`src/shared/pll_ctrl_defines.svh`:
```
`ifndef PLL_CTRL_DEFINES_SVH
`define PLL_CTRL_DEFINES_SVH

// configuration word indices, selected by the low three word bits
`define IDX_LSB          0
`define IDX_W            3
`define IDX_FREQ         3'h0
`define IDX_MODR         3'h1
`define IDX_PUMP         3'h4
`define IDX_PWR          3'h5
`define CFG_W            24
`define NUM_CFG          8

// frequency word fields
`define INT_LSB          15
`define INT_W            9
`define FRACTION_WORD_LSB         3
`define FRACTION_WORD_W           12
// modulus / reference word fields
`define MOD_LSB          3
`define MOD_W            12
`define RDIV_LSB         15
`define RDIV_W           4
`define DBL_BIT          19
`define PRE_BIT          20
`define HALF_BIT         22
// pump timer word fields
`define TMR_LSB          5
`define TMR_W            9
`define TSEL_LSB         3
`define TSEL_W           2
`define TSEL_PUMP        2'h0
`define TSEL_AB          2'h1
`define TSEL_C           2'h2
// power word fields
`define PWR_DOWN_BIT     7

// register port map
`define ADDR_W           4
`define DATA_W           32
`define ADDR_STATUS      4'h8

// fast-lock timing
`define TICK_DIV         4
`define RAMP_STEPS       6
`define CELLS            64
`define LOCK_GOOD_COUNT  40
`define CLK_PERIOD_NS    20
`define LOCK_FINE_NS     3
`define LOCK_COARSE_NS   30
`define LOCK_FINE_CYC    ((`LOCK_FINE_NS / `CLK_PERIOD_NS) < 1 ? 1 : \
                          (`LOCK_FINE_NS / `CLK_PERIOD_NS))
`define LOCK_COARSE_CYC  ((`LOCK_COARSE_NS / `CLK_PERIOD_NS) < 1 ? 1 : \
                          (`LOCK_COARSE_NS / `CLK_PERIOD_NS))

`endif

```
`src/shared/pll_ctrl_pkg.sv`:
```
package pll_ctrl_pkg;

  // fast-lock progress
  typedef enum logic [1:0] {
    PH_WIDE,
    PH_RAMP,
    PH_NARROW
  } lock_phase_t;

endpackage : pll_ctrl_pkg

```
`src/rtl/fracn_pll_ctrl.sv`:
```
`timescale 1ns/10ps
`include "pll_ctrl_defines.svh"


module fracn_pll_ctrl
  import pll_ctrl_pkg::*;
(
  // clock and reset
  input  wire logic                sys_clk,
  input  wire logic                rst_n,
  // reference and feedback pins
  input  wire logic                ref_in,
  input  wire logic                rf_in,
  // serial configuration pins
  input  wire logic                ser_clk,
  input  wire logic                ser_data,
  input  wire logic                ser_load,
  // register port
  input  wire logic [`ADDR_W-1:0]  reg_addr,
  input  wire logic [`DATA_W-1:0]  reg_wdata,
  input  wire logic                reg_wr,
  input  wire logic                reg_rd,
  output logic [`DATA_W-1:0]       reg_rdata_q,
  // reference input switches
  output logic                     ref_series_a_q,
  output logic                     ref_series_b_q,
  output logic                     ref_shunt_q,
  // phase detector and charge pump
  output logic                     pump_out_pos_q,
  output logic                     pump_out_neg_q,
  output logic [`CELLS-1:0]        pump_cells_en,
  // loop filter switches and lock
  output logic                     filter_switch_a,
  output logic                     filter_switch_b,
  output logic                     filter_switch_c,
  output logic                     lock_detect_q
);

  localparam int NPIN = 5;
  localparam int P_REF = 0;
  localparam int P_RF = 1;
  localparam int P_SCK = 2;
  localparam int P_SDA = 3;
  localparam int P_SLD = 4;

  logic [NPIN-1:0]      s1_q, s2_q, s3_q, lvl_q;
  logic [NPIN-1:0]      rise_q, fall_q, lvl_d;
  logic [`CFG_W-1:0]    cfg_q [`NUM_CFG];
  logic [`CFG_W-1:0]    shift_q;
  logic [`TMR_W-1:0]    t_pump_q, t_ab_q, t_c_q;
  logic                 wr_hit, ld_hit, new_freq;
  logic [`IDX_W-1:0]    wr_idx;
  logic [`CFG_W-1:0]    wr_word;
  logic                 power_down, ref_ev;
  logic [`RDIV_W-1:0]   rdiv, rcnt_q;
  logic                 pfd_ref_q, pfd_rise_q, pfd_fall_q, pfd_prev_q;
  logic [1:0]           tick_cnt_q;
  logic                 tick_q;
  logic                 fb_pulse;
  logic                 up_d, dn_d, pair_done;
  logic [7:0]           err_cnt_q;
  logic [5:0]           good_cnt_q;
  logic                 sw_ab, sw_c;
  lock_phase_t          phase;

  // two-flop filter: a change counts once stages two and three agree
  always_comb begin
    lvl_d = (s2_q & s3_q) | (lvl_q & (s2_q ^ s3_q));
  end

  // pin synchronisers and edge pulses
  always_ff @(posedge sys_clk or negedge rst_n) begin
    if (!rst_n) begin
      s1_q   <= '0;
      s2_q   <= '0;
      s3_q   <= '0;
      lvl_q  <= '0;
      rise_q <= '0;
      fall_q <= '0;
    end else begin
      s1_q   <= {ser_load, ser_data, ser_clk, rf_in, ref_in};
      s2_q   <= s1_q;
      s3_q   <= s2_q;
      lvl_q  <= lvl_d;
      rise_q <= lvl_d & ~lvl_q;
      fall_q <= ~lvl_d & lvl_q;
    end
  end

  // serial shift register, MSB first on serial clock rise
  always_ff @(posedge sys_clk or negedge rst_n) begin
    if (!rst_n) begin
      shift_q <= '0;
    end else if (rise_q[P_SCK]) begin
      shift_q <= {shift_q[`CFG_W-2:0], lvl_q[P_SDA]};
    end
  end

  // word source: load rise or register port write
  always_comb begin
    ld_hit  = rise_q[P_SLD];
    wr_hit  = reg_wr && (reg_addr < `ADDR_W'(`NUM_CFG));
    wr_idx  = ld_hit ? shift_q[`IDX_LSB +: `IDX_W]
                     : reg_addr[`IDX_W-1:0];
    wr_word = ld_hit ? shift_q : reg_wdata[`CFG_W-1:0];
    new_freq = (ld_hit || wr_hit) && wr_idx == `IDX_FREQ;
  end

  // configuration words
  always_ff @(posedge sys_clk or negedge rst_n) begin
    if (!rst_n) begin
      for (int i = 0; i < `NUM_CFG; i++) begin
        cfg_q[i] <= '0;
      end
    end else if (ld_hit || wr_hit) begin
      cfg_q[wr_idx] <= wr_word;
    end
  end

  // timeout values, one per timer select
  always_ff @(posedge sys_clk or negedge rst_n) begin
    if (!rst_n) begin
      t_pump_q <= '0;
      t_ab_q   <= '0;
      t_c_q    <= '0;
    end else if ((ld_hit || wr_hit) && wr_idx == `IDX_PUMP) begin
      case (wr_word[`TSEL_LSB +: `TSEL_W])
        `TSEL_PUMP: t_pump_q <= wr_word[`TMR_LSB +: `TMR_W];
        `TSEL_AB:   t_ab_q   <= wr_word[`TMR_LSB +: `TMR_W];
        `TSEL_C:    t_c_q    <= wr_word[`TMR_LSB +: `TMR_W];
        default:    t_pump_q <= t_pump_q;
      endcase
    end
  end

  // register read, data one cycle after the strobe
  always_ff @(posedge sys_clk or negedge rst_n) begin
    if (!rst_n) begin
      reg_rdata_q <= '0;
    end else if (reg_rd) begin
      if (reg_addr < `ADDR_W'(`NUM_CFG)) begin
        reg_rdata_q <= `DATA_W'(cfg_q[reg_addr[`IDX_W-1:0]]);
      end else if (reg_addr == `ADDR_STATUS) begin
        reg_rdata_q <= `DATA_W'({phase, sw_c, sw_ab, ref_shunt_q,
                                 pump_out_neg_q, pump_out_pos_q,
                                 lock_detect_q});
      end else begin
        reg_rdata_q <= '0;
      end
    end else begin
      reg_rdata_q <= '0;
    end
  end

  // reference switches follow power-down
  assign power_down = cfg_q[`IDX_PWR][`PWR_DOWN_BIT];

  always_ff @(posedge sys_clk or negedge rst_n) begin
    if (!rst_n) begin
      ref_series_a_q <= 1'b1;
      ref_series_b_q <= 1'b1;
      ref_shunt_q    <= 1'b0;
    end else begin
      ref_series_a_q <= ~power_down;
      ref_series_b_q <= ~power_down;
      ref_shunt_q    <= power_down;
    end
  end

  // reference events: falling edge, both edges when doubled
  always_comb begin
    ref_ev = fall_q[P_REF] ||
             (cfg_q[`IDX_MODR][`DBL_BIT] && rise_q[P_REF]);
    rdiv   = cfg_q[`IDX_MODR][`RDIV_LSB +: `RDIV_W];
  end

  // reference divider and optional toggle
  always_ff @(posedge sys_clk or negedge rst_n) begin
    if (!rst_n) begin
      rcnt_q    <= '0;
      pfd_ref_q <= 1'b0;
    end else if (power_down) begin
      rcnt_q    <= '0;
      pfd_ref_q <= 1'b0;
    end else if (ref_ev) begin
      if (rcnt_q + `RDIV_W'(1) >= rdiv) begin
        rcnt_q <= '0;
        if (cfg_q[`IDX_MODR][`HALF_BIT]) begin
          pfd_ref_q <= ~pfd_ref_q;
        end else begin
          pfd_ref_q <= 1'b1;
        end
      end else begin
        rcnt_q <= rcnt_q + `RDIV_W'(1);
        if (!cfg_q[`IDX_MODR][`HALF_BIT]) pfd_ref_q <= 1'b0;
      end
    end
  end

  // PFD reference edges and quarter-rate timer tick
  always_ff @(posedge sys_clk or negedge rst_n) begin
    if (!rst_n) begin
      pfd_prev_q <= 1'b0;
      pfd_rise_q <= 1'b0;
      pfd_fall_q <= 1'b0;
      tick_cnt_q <= '0;
      tick_q     <= 1'b0;
    end else begin
      pfd_prev_q <= pfd_ref_q;
      pfd_rise_q <= pfd_ref_q & ~pfd_prev_q;
      pfd_fall_q <= ~pfd_ref_q & pfd_prev_q;
      tick_q     <= 1'b0;
      if (pfd_fall_q) begin
        tick_cnt_q <= tick_cnt_q + 2'h1;
        if (tick_cnt_q == 2'(`TICK_DIV - 1)) tick_q <= 1'b1;
      end
    end
  end

  // feedback divider with modulator
  fb_divider u_fb (
    .sys_clk       (sys_clk),
    .rst_n         (rst_n),
    .rf_edge       (rise_q[P_RF]),
    .int_word      (cfg_q[`IDX_FREQ][`INT_LSB +: `INT_W]),
    .fraction_word (cfg_q[`IDX_FREQ][`FRACTION_WORD_LSB +: `FRACTION_WORD_W]),
    .modulus_word  (cfg_q[`IDX_MODR][`MOD_LSB +: `MOD_W]),
    .pre_89        (cfg_q[`IDX_MODR][`PRE_BIT]),
    .fb_pulse_q    (fb_pulse)
  );

  // phase detector: set on each edge, clear when both are up
  always_comb begin
    up_d      = pump_out_pos_q | pfd_rise_q;
    dn_d      = pump_out_neg_q | fb_pulse;
    pair_done = up_d & dn_d;
  end

  always_ff @(posedge sys_clk or negedge rst_n) begin
    if (!rst_n) begin
      pump_out_pos_q <= 1'b0;
      pump_out_neg_q <= 1'b0;
    end else if (power_down || pair_done) begin
      pump_out_pos_q <= 1'b0;
      pump_out_neg_q <= 1'b0;
    end else begin
      pump_out_pos_q <= up_d;
      pump_out_neg_q <= dn_d;
    end
  end

  // lock indicator from phase error width
  always_ff @(posedge sys_clk or negedge rst_n) begin
    if (!rst_n) begin
      err_cnt_q     <= '0;
      good_cnt_q    <= '0;
      lock_detect_q <= 1'b0;
    end else if (new_freq) begin
      err_cnt_q     <= '0;
      good_cnt_q    <= '0;
      lock_detect_q <= 1'b0;
    end else if (pair_done) begin
      err_cnt_q <= '0;
      if (err_cnt_q < 8'(`LOCK_FINE_CYC)) begin
        if (good_cnt_q == 6'(`LOCK_GOOD_COUNT - 1)) begin
          lock_detect_q <= 1'b1;
        end else begin
          good_cnt_q <= good_cnt_q + 6'h1;
        end
      end else begin
        good_cnt_q <= '0;
        if (err_cnt_q > 8'(`LOCK_COARSE_CYC)) lock_detect_q <= 1'b0;
      end
    end else if ((up_d ^ dn_d) && err_cnt_q != 8'hff) begin
      err_cnt_q <= err_cnt_q + 8'h01;
    end
  end

  // fast-lock timers, cell selection and switches
  fastlock_timers u_tmr (
    .sys_clk            (sys_clk),
    .rst_n              (rst_n),
    .tick               (tick_q),
    .restart            (new_freq),
    .pump_current_timer (t_pump_q),
    .switch_ab_timer    (t_ab_q),
    .switch_c_timer     (t_c_q),
    .cells_en_q         (pump_cells_en),
    .filter_switch_ab_q (sw_ab),
    .filter_switch_c_q  (sw_c),
    .phase_q            (phase)
  );

  assign filter_switch_a = sw_ab;
  assign filter_switch_b = sw_ab;
  assign filter_switch_c = sw_c;

endmodule : fracn_pll_ctrl

```
`src/rtl/fb_divider.sv`:
```
`timescale 1ns/10ps
`include "pll_ctrl_defines.svh"

module fb_divider
  import pll_ctrl_pkg::*;
(
  // clock and reset
  input  wire logic                sys_clk,
  input  wire logic                rst_n,
  // feedback edges and setting
  input  wire logic                rf_edge,
  input  wire logic [`INT_W-1:0]   int_word,
  input  wire logic [`FRACTION_WORD_W-1:0]  fraction_word,
  input  wire logic [`MOD_W-1:0]   modulus_word,
  input  wire logic                pre_89,
  // divided feedback event
  output logic                     fb_pulse_q
);

  logic [`FRACTION_WORD_W-1:0] acc1_q, acc2_q, acc3_q;
  logic [`FRACTION_WORD_W:0]   s1, s2, s3;
  logic               c2_prev_q, c3_prev_q, c3_prev2_q;
  logic signed [4:0]  offset;
  logic [9:0]         n_next;
  logic [3:0]         pre_cnt_q, last;
  logic [7:0]         b_cnt_q;
  logic [3:0]         a_cnt_q;

  // modulo accumulate, carry in the top bit
  function automatic logic [`FRACTION_WORD_W:0] mod_add(
    input logic [`FRACTION_WORD_W-1:0] acc,
    input logic [`FRACTION_WORD_W-1:0] inc,
    input logic [`MOD_W-1:0]  m
  );
    logic [`FRACTION_WORD_W:0] s;
    s = {1'b0, acc} + {1'b0, inc};
    if (m != '0 && s >= {1'b0, m}) begin
      mod_add = {1'b1, s[`FRACTION_WORD_W-1:0] - m};
    end else begin
      mod_add = {1'b0, s[`FRACTION_WORD_W-1:0]};
    end
  endfunction : mod_add

  // third-order cascaded modulator stages
  always_comb begin
    s1 = mod_add(acc1_q, fraction_word, modulus_word);
    s2 = mod_add(acc2_q, s1[`FRACTION_WORD_W-1:0], modulus_word);
    s3 = mod_add(acc3_q, s2[`FRACTION_WORD_W-1:0], modulus_word);
    offset = 5'(s1[`FRACTION_WORD_W]) + 5'(s2[`FRACTION_WORD_W]) - 5'(c2_prev_q)
           + 5'(s3[`FRACTION_WORD_W]) - 5'(c3_prev_q) - 5'(c3_prev_q)
           + 5'(c3_prev2_q);
    n_next = 10'({1'b0, int_word}) + 10'(signed'(offset));
    last   = (a_cnt_q != '0) ? (pre_89 ? 4'h8 : 4'h4)
                             : (pre_89 ? 4'h7 : 4'h3);
  end

  // modulator advances once per divided cycle
  always_ff @(posedge sys_clk or negedge rst_n) begin
    if (!rst_n) begin
      acc1_q     <= '0;
      acc2_q     <= '0;
      acc3_q     <= '0;
      c2_prev_q  <= 1'b0;
      c3_prev_q  <= 1'b0;
      c3_prev2_q <= 1'b0;
    end else if (fb_pulse_q) begin
      acc1_q     <= s1[`FRACTION_WORD_W-1:0];
      acc2_q     <= s2[`FRACTION_WORD_W-1:0];
      acc3_q     <= s3[`FRACTION_WORD_W-1:0];
      c2_prev_q  <= s2[`FRACTION_WORD_W];
      c3_prev_q  <= s3[`FRACTION_WORD_W];
      c3_prev2_q <= c3_prev_q;
    end
  end

  // dual-modulus prescaler with swallow and main counters
  always_ff @(posedge sys_clk or negedge rst_n) begin
    if (!rst_n) begin
      pre_cnt_q  <= '0;
      b_cnt_q    <= 8'h01;
      a_cnt_q    <= '0;
      fb_pulse_q <= 1'b0;
    end else begin
      fb_pulse_q <= 1'b0;
      if (rf_edge) begin
        if (pre_cnt_q == last) begin
          pre_cnt_q <= '0;
          if (b_cnt_q <= 8'h01) begin
            fb_pulse_q <= 1'b1;
            b_cnt_q    <= pre_89 ? 8'(n_next >> 3) : 8'(n_next >> 2);
            a_cnt_q    <= pre_89 ? {1'b0, n_next[2:0]}
                                 : {2'b00, n_next[1:0]};
          end else begin
            b_cnt_q <= b_cnt_q - 8'h01;
            if (a_cnt_q != '0) begin
              a_cnt_q <= a_cnt_q - 4'h1;
            end
          end
        end else begin
          pre_cnt_q <= pre_cnt_q + 4'h1;
        end
      end
    end
  end

endmodule : fb_divider

```
`src/rtl/fastlock_timers.sv`:
```
`timescale 1ns/10ps
`include "pll_ctrl_defines.svh"

module fastlock_timers
  import pll_ctrl_pkg::*;
(
  // clock and reset
  input  wire logic                sys_clk,
  input  wire logic                rst_n,
  // timer clock and restart
  input  wire logic                tick,
  input  wire logic                restart,
  // programmed timeouts
  input  wire logic [`TMR_W-1:0]   pump_current_timer,
  input  wire logic [`TMR_W-1:0]   switch_ab_timer,
  input  wire logic [`TMR_W-1:0]   switch_c_timer,
  // cell and switch controls
  output logic [`CELLS-1:0]        cells_en_q,
  output logic                     filter_switch_ab_q,
  output logic                     filter_switch_c_q,
  output lock_phase_t              phase_q
);

  logic [`TMR_W-1:0] pump_cnt_q, ab_cnt_q, c_cnt_q;
  logic [2:0]        ramp_q;

  // timeout counters, all restart on a new frequency
  always_ff @(posedge sys_clk or negedge rst_n) begin
    if (!rst_n) begin
      pump_cnt_q <= '0;
      ab_cnt_q   <= '0;
      c_cnt_q    <= '0;
    end else if (restart) begin
      pump_cnt_q <= '0;
      ab_cnt_q   <= '0;
      c_cnt_q    <= '0;
    end else if (tick) begin
      if (pump_cnt_q != pump_current_timer) pump_cnt_q <= pump_cnt_q + 1'b1;
      if (ab_cnt_q != switch_ab_timer) ab_cnt_q <= ab_cnt_q + 1'b1;
      if (c_cnt_q != switch_c_timer) c_cnt_q <= c_cnt_q + 1'b1;
    end
  end

  // switches closed while own timer runs
  always_ff @(posedge sys_clk or negedge rst_n) begin
    if (!rst_n) begin
      filter_switch_ab_q <= 1'b0;
      filter_switch_c_q  <= 1'b0;
    end else if (restart) begin
      filter_switch_ab_q <= 1'b1;
      filter_switch_c_q  <= 1'b1;
    end else if (tick) begin
      if (ab_cnt_q == switch_ab_timer) filter_switch_ab_q <= 1'b0;
      if (c_cnt_q == switch_c_timer) filter_switch_c_q <= 1'b0;
    end
  end

  // cell ramp: once the pump timer expires, halve the active set on each tick until one cell is left
  always_ff @(posedge sys_clk or negedge rst_n) begin
    if (!rst_n) begin
      cells_en_q <= `CELLS'(1);
      ramp_q     <= '0;
      phase_q    <= PH_NARROW;
    end else if (restart) begin
      cells_en_q <= '1;
      ramp_q     <= '0;
      phase_q    <= PH_WIDE;
    end else if (tick) begin
      case (phase_q)
        PH_WIDE: begin
          if (pump_cnt_q == pump_current_timer) phase_q <= PH_RAMP;
        end
        PH_RAMP: begin
          cells_en_q <= cells_en_q >> (`CELLS >> (ramp_q + 3'h1));
          ramp_q     <= ramp_q + 3'h1;
          if (ramp_q == 3'(`RAMP_STEPS - 1)) phase_q <= PH_NARROW;
        end
        PH_NARROW: begin
          phase_q <= PH_NARROW;
        end
        default: phase_q <= PH_NARROW;
      endcase
    end
  end

endmodule : fastlock_timers

```
`config.mk`:
```
export PLATFORM = sky130hd
export DESIGN_NAME = fracn_pll_ctrl
export DESIGN_NICKNAME = d
export VERILOG_FILES = /design/src/shared/pll_ctrl_pkg.sv /design/src/rtl/fracn_pll_ctrl.sv /design/src/rtl/fb_divider.sv /design/src/rtl/fastlock_timers.sv
export VERILOG_INCLUDE_DIRS = /design/src /design/src/shared
export SDC_FILE = /design/constraint.sdc
export NUM_CORES = 1
export LEC_CHECK = 0
export ABC_AREA = 1
export BUFFER_PORTS_ARGS = -buffer_cell sky130_fd_sc_hd__clkbuf_2
export CORE_UTILIZATION = 30
export CTS_BUF_LIST = sky130_fd_sc_hd__clkbuf_4
export DETAILED_ROUTE_END_ITERATION = 8
export SYNTH_ARGS = -nofsm -noshare
export SYNTH_HDL_FRONTEND = slang
export SYNTH_SLANG_ARGS = --single-unit
```
`constraint.sdc`:
```
create_clock -name sys_clk -period 12.2 [get_ports sys_clk]
set_input_delay 1.22 -clock sys_clk [delete_from_list [all_inputs] [get_ports sys_clk]]
set_output_delay 1.22 -clock sys_clk [all_outputs]
set_load 0.005 [all_outputs]
```
### Word level (Yosys, flattened, before mapping)

Cells that the tools add are included.

| storage, ports and cells | value |
|---|---|
| register bits after elaboration | 485 |
| bits of input ports | 45 |
| output and inout bits | 105 |
| logic and storage cells | 248 |

| cells by class | value |
|---|---|
| $add $sub $neg | 24 |
| order comparisons | 11 |
| equal/unequal tests | 21 |
| shift-type cells | 2 |
| mux-type cells | 76 |
| bitwise logic cells | 19 |
| reductions and logical operators | 44 |

Operators with widths:

| kind | count |
|---|---|
| 192-bit bitwise mux | 1 |
| 64-bit 2-to-1 mux | 3 |
| 24-bit 2-to-1 mux | 5 |
| 9-bit 2-to-1 mux | 9 |
| 24-bit binary-select mux with 3-bit select | 1 |
| 24-bit demux with 3-bit select | 1 |
| 64-bit by 32-bit >> shifter with 64-bit output | 1 |
| 8-bit 2-to-1 mux | 6 |
| 12-bit by 12-bit adder with 13-bit output | 3 |
| 13-bit by 12-bit greater-or-equal comparator with 1-bit output | 3 |
| 13-bit 2-to-1 mux | 3 |
| 12-bit subtractor | 3 |
| 32-bit 2-to-1 mux | 1 |
| 4-bit 2-to-1 mux | 8 |
| 7-bit by 3-bit >> shifter with 32-bit output (first input constant) | 1 |
| 9-bit by 1-bit adder with 9-bit output (second input constant) | 3 |
| 9-bit equality test | 3 |
| 9-bit inequality test | 3 |
| 6-bit 2-to-1 mux | 4 |
| 2-bit AND reduction | 12 |
| 1-bit 2-to-1 mux | 23 |
| 2-bit nonzero test | 10 |
| 3-bit 2-to-1 mux | 6 |
| 5-bit AND | 3 |
| 45 further kinds | 81 |

### Depth between registers and ports, before layout

| depth | value |
|---|---|
| word-level depth | 19 |
| mapped depth | 79 |
| depth with buffers taken out | 76 |

### Cells and area by module

Synthesis repeated with hierarchy kept, for this count alone.

| unflattened totals | value |
|---|---|
| cell total of the unflattened synthesis | 4343 |
| area, all modules | 31078.6 µm² |

By module, submodules not included:

| module | instances | cells each | area an instance (µm²) |
|---|---|---|---|
| fracn_pll_ctrl | 1 | 1678 | 14461.4 |
| fastlock_timers | 1 | 1528 | 9093.7 |
| fb_divider | 1 | 1137 | 7523.5 |

### Worst setup path before layout

OpenSTA, ideal clock, no wires.

| path | value |
|---|---|
| path kind | reg-to-reg |
| from | register cfg_q[173] (netlist name) |
| to | register u_fb.b_cnt_q[4] |
| setup time | 0.131 ns |
| arrival time | 10.357 ns |
| required time | 12.069 ns |
| setup slack | 1.712 ns |
| cell stages (with the launch flop) | 76 |
| path buffers | 2 |
| clock period less this slack | 10.488 ns |
| cells stage by stage | dfrtp_1 -> ha_1 -> a21oi_1 -> nand2_1 -> a21oi_1 -> o21ai_0 -> a21oi_1 -> xor2_1 -> inv_1 -> ha_1 -> nand2_1 -> inv_1 -> nand3_1 -> nor4_1 -> nand2_1 -> nand3_1 -> nand2_1 -> nand2_1 -> [40 not listed] -> nand2_2 -> nand2_1 -> fa_1 -> inv_1 -> ha_1 -> inv_1 -> ha_1 -> inv_1 -> ha_1 -> a21oi_1 -> nand2_1 -> a21oi_1 -> o21ai_0 -> xor2_1 -> nand2_1 -> nand3_1 -> nand2_1 -> o21ai_0 |

| between the ends | value |
|---|---|
| cells in the longest elaborated chain, start to end | 19 |
| elaborated cells on any way between the ends | 23 |
| classes of those cells | 12 x add/sub; 3 x order compare; 5 x mux; 3 x reduce/logical |

RTL lines:

| item | line | RTL |
|---|---|---|
| start, declared | fracn_pll_ctrl.sv:48 | `` logic [`CFG_W-1:0] cfg_q [`NUM_CFG]; `` |
| start signal, assigned by index | fracn_pll_ctrl.sv:116 | `cfg_q[wr_idx] <= wr_word;` |
| 12-bit by 12-bit adder with 13-bit output * | fb_divider.sv:36 | `s = {1'b0, acc} + {1'b0, inc};` |
| 13-bit by 12-bit greater-or-equal comparator with 1-bit output * | fb_divider.sv:37 | `if (m != '0 && s >= {1'b0, m}) begin` |
| 1-bit logical AND * | fb_divider.sv:37 |  |
| 13-bit 2-to-1 mux * | fb_divider.sv:37 |  |
| net u_fb.s1[0] | fb_divider.sv:21 | `` logic [`FRACTION_WORD_W:0] s1, s2, s3; `` |
| 12-bit by 12-bit adder with 13-bit output * | fb_divider.sv:36 |  |
| 13-bit by 12-bit greater-or-equal comparator with 1-bit output | fb_divider.sv:37 |  |
| 1-bit logical AND | fb_divider.sv:37 |  |
| [1 not listed] | n/a |  |
| net u_fb.s2[2] | fb_divider.sv:21 |  |
| [2 not listed] | n/a |  |
| 1-bit logical AND * | fb_divider.sv:37 |  |
| 13-bit 2-to-1 mux * | fb_divider.sv:37 |  |
| 5-bit by 1-bit adder with 5-bit output * | fb_divider.sv:49 | `` offset = 5'(s1[`FRACTION_WORD_W]) + 5'(s2[`FRACTION_WORD_W]) - 5'(c2_prev_q) `` |
| 5-bit by 1-bit subtractor with 5-bit output * (2 in a row) | fb_divider.sv:49 |  |
| 5-bit by 1-bit adder with 5-bit output * | fb_divider.sv:49 |  |
| 9-bit by 10-bit adder with 10-bit output * | fb_divider.sv:52 | `n_next = 10'({1'b0, int_word}) + 10'(signed'(offset));` |
| 8-bit 2-to-1 mux * | fb_divider.sv:90 | `b_cnt_q <= pre_89 ? 8'(n_next >> 3) : 8'(n_next >> 2);` |
| 8-bit 2-to-1 mux * | fb_divider.sv:88 | `if (b_cnt_q <= 8'h01) begin` |
| end signal, assigned | fb_divider.sv:90 |  |
| end signal, assigned | fb_divider.sv:94 | `b_cnt_q <= b_cnt_q - 8'h01;` |
| end, declared | fb_divider.sv:26 | `logic [7:0] b_cnt_q;` |

The timed path passes the listed nets; every way through them passes the cells marked *.
A chain may end at the register's enable or synchronous reset.

### Final worst setup path

| path | value |
|---|---|
| from | register cfg_q[173] (netlist name) |
| to | register u_fb.b_cnt_q[3] |

The elaborated chain is that of the path after synthesis.

==> results.md <==
* Outcome: complete, no violations
* Async S/R FF share, synth at 100%
* Max Cap Violations at 0
* Core Box Area at approximately 0.096 mm2
* Post-synth cell types at 54
* Clock Path Buffers at 3
* WS Path Type: flip-flop to flip-flop
* Least-Margin Pin Slew at ~1.1 ns
* #FFs+latches synth at approximately 480
* DPL Wire Length at between 60 and 70 mm
* Worst-path clk slew at 0.06 ns
* Period minus WS final at approximately 11 ns
* Primary FF master, synth: dfrtp_1
* Height of the die at roughly 310 um
* Nets at 4253
* Die width at ~310 um
* Slew headroom at roughly 27%
* Final Hold Fails at 0
* Setup TNS at 0 ns
* Maximum clock rate at 88.8 MHz
* WP depth at 70
* Drt wl/cell at 16.7 um
* Clk sink count at ~480
* I/O Pins at 150
* Worst Reg-to-Reg Cells at 70
* Initial DRC count at approximately 2300
* Syn Inst Count at a little under 4000
* Commonest cells after routing, fill and taps aside: 1039 x nand2_1, 544 x nand3_1, 472 x dfrtp_1
* Yosys warns at 0
* Pin count of the biggest net entering global routing at approximately 120
* Syn_area_per_cell at roughly 7.3 um2
* Grt total ovfl at 0
* CP most frequent cell: nand2_1
* Setup-failing EPs final at 0
* H-tree depth at 4
* Vias per inst at between 5 and 6
* Post-synth EDFFs at 0
* Cts hold-fix bufs at 0
* Number of buffers and inverters on the critical path at 11
* Max incr delay on CP at between 0.4 and 0.5 ns
* CTS tree: done
* Share of post-route cells with drive strength above 1 at between 10% and 20%
* Routed vias at 27500
* CP Data Arrival Time at ~12 ns
* Max Slew Vio Count at 0
* Root Buffer: clkbuf_4
* ANT nets after route at 0
* Initial antenna violation count at 3
* Post-synthesis sequential area ratio at between 40% and 50%
* Tcrit/Tclk final at ~90%
* Min-Delay Path Class: primary input to async pin
* Drt total wl at between 90 and 100 mm
* Top cell family by delay on the critical path: simple AND/OR/NAND/NOR gates
* Die area at between 0.09 and 0.1 mm2
* Global Route Usage Sum at between 10% and 20%
* Drt pass-1 iters at 6
* # DRC at 0
* IO Port Bufs at between 100 and 150
* Worst endpoint required time at 13.04 ns
* Layout area overhead at 12.3%
* Global-route wire length before repair at roughly 140 mm
* Clock buffer count from CTS at 140
* Slowest CP cell: fa_1
* Site row count at approximately 110
* Final Skew at between 0.08 and 0.09 ns
* Most common library cell in the layout ignoring fill and taps: nand2_1
* CP Launch Type: flip-flop
* Vias in the first global route at between 20000 and 30000
* Initial core utilization at approximately 30%
* Critical Path Fanout Max at 13
* Worst-Skew Late Latency at a little over 1 ns
* CP endpoint kind: flip-flop
* Mapped Area at just under 0.03 mm2
* Routability congestion estimate at 0.929
final cells by class:
type | count | area, um2
fillers | 10300 | 62900
clock inverters | 51 | 290
well taps | 1265 | 1580
diodes | 3 | 7.51
flip-flops and latches | 476 | 11900
multi-input cells | 2948 | 15100
repair buffers | 187 | 1080
clock buffers | 198 | 1490
inverters | 335 | 1260
path summary, 6_finish.rpt:
check | slack [ns] | from | end
max | 0.94 | cfg_q[173] | u_fb.b_cnt_q[3]
min | 0.23 | rst_n | shift_q[13]
max reg2reg | 0.94 | cfg_q[173] | u_fb.b_cnt_q[3]
min reg2reg | 0.34 | s1_q[2] | s2_q[2]
max in group asynchronous | 9.43 | rst_n | u_tmr.cells_en_q[50]
min in group sys_clk | 0.34 | s1_q[2] | s2_q[2]
registers in the layout (all words and copies together), names as in the netlist, 12 cells and up:
register / cells
u_tmr.cells_en_q: 64
u_fb.acc1_q: 12
shift_q: 24
reg_rdata_q: 24
cfg_q: 192
u_fb.acc3_q: 12
u_fb.acc2_q: 12
cell families after synthesis:
group,count (synthesis),share of synthesized area (%)
AOI/OAI and AO/OA,788,14.4
xor gates and xnor gates,107,3.22
adders and majority gates,120,5.42
buffers and inverters,546,7.66
DFF,476,40.9
muxes,3,0.116
other,1,0.0129
and+or+nand+nor,1922,28.2
per-stage QoR:
step           setup WS (ns)  hold WS [ns]  utilization [%]  std cells  instance area (um2)
6_report               0.944         0.233             34.2       5463                32700
2_1_floorplan           1.71         0.331                -       3970                29100
3_3_place_gp           0.502         0.334             32.2       5203                30800
3_5_place_dp           0.394         0.337             32.2       5203                30800
5_1_grt              -0.0605         0.270             34.2       5463                32700
4_1_cts                0.350         0.211             34.1       5452                32600
per-layer routing:
layer,global-route usage (%),part of all wire (%),vias up
met5,0,0,-
met4,7.06,3.0,0
met3,3.51,6.9,156
met2,28.7,45,949
met1,25.4,45,12900
li1,-,-,13500
synthesized netlist by cell type, drive strengths merged (20+ instances only):
| library cell | count | area share, % |
|---|---|---|
| a21oi | 239 | 4.1 |
| a31oi | 21 | 0.45 |
| buf | 102 | 1.9 |
| clkbuf | 109 | 1.4 |
| dfrtp | 472 | 41 |
| ha | 110 | 4.7 |
| inv | 332 | 4.3 |
| nand2 | 1049 | 14 |
| nand3 | 548 | 9.5 |
| nand4 | 33 | 0.71 |
| nor2 | 228 | 3.1 |
| o211ai | 20 | 0.52 |
| o21ai | 444 | 7.6 |
| xnor2 | 33 | 0.99 |
| xor2 | 74 | 2.2 |
timing repair:
item,CTS,global route
resized for setup,0,22
setup buffers,0,8
endpoints found under the setup margin,0,10
Power is left out: the tool's default activity adds up to more than one toggle a clock period on the data nets, which glitch-free logic cannot reach.
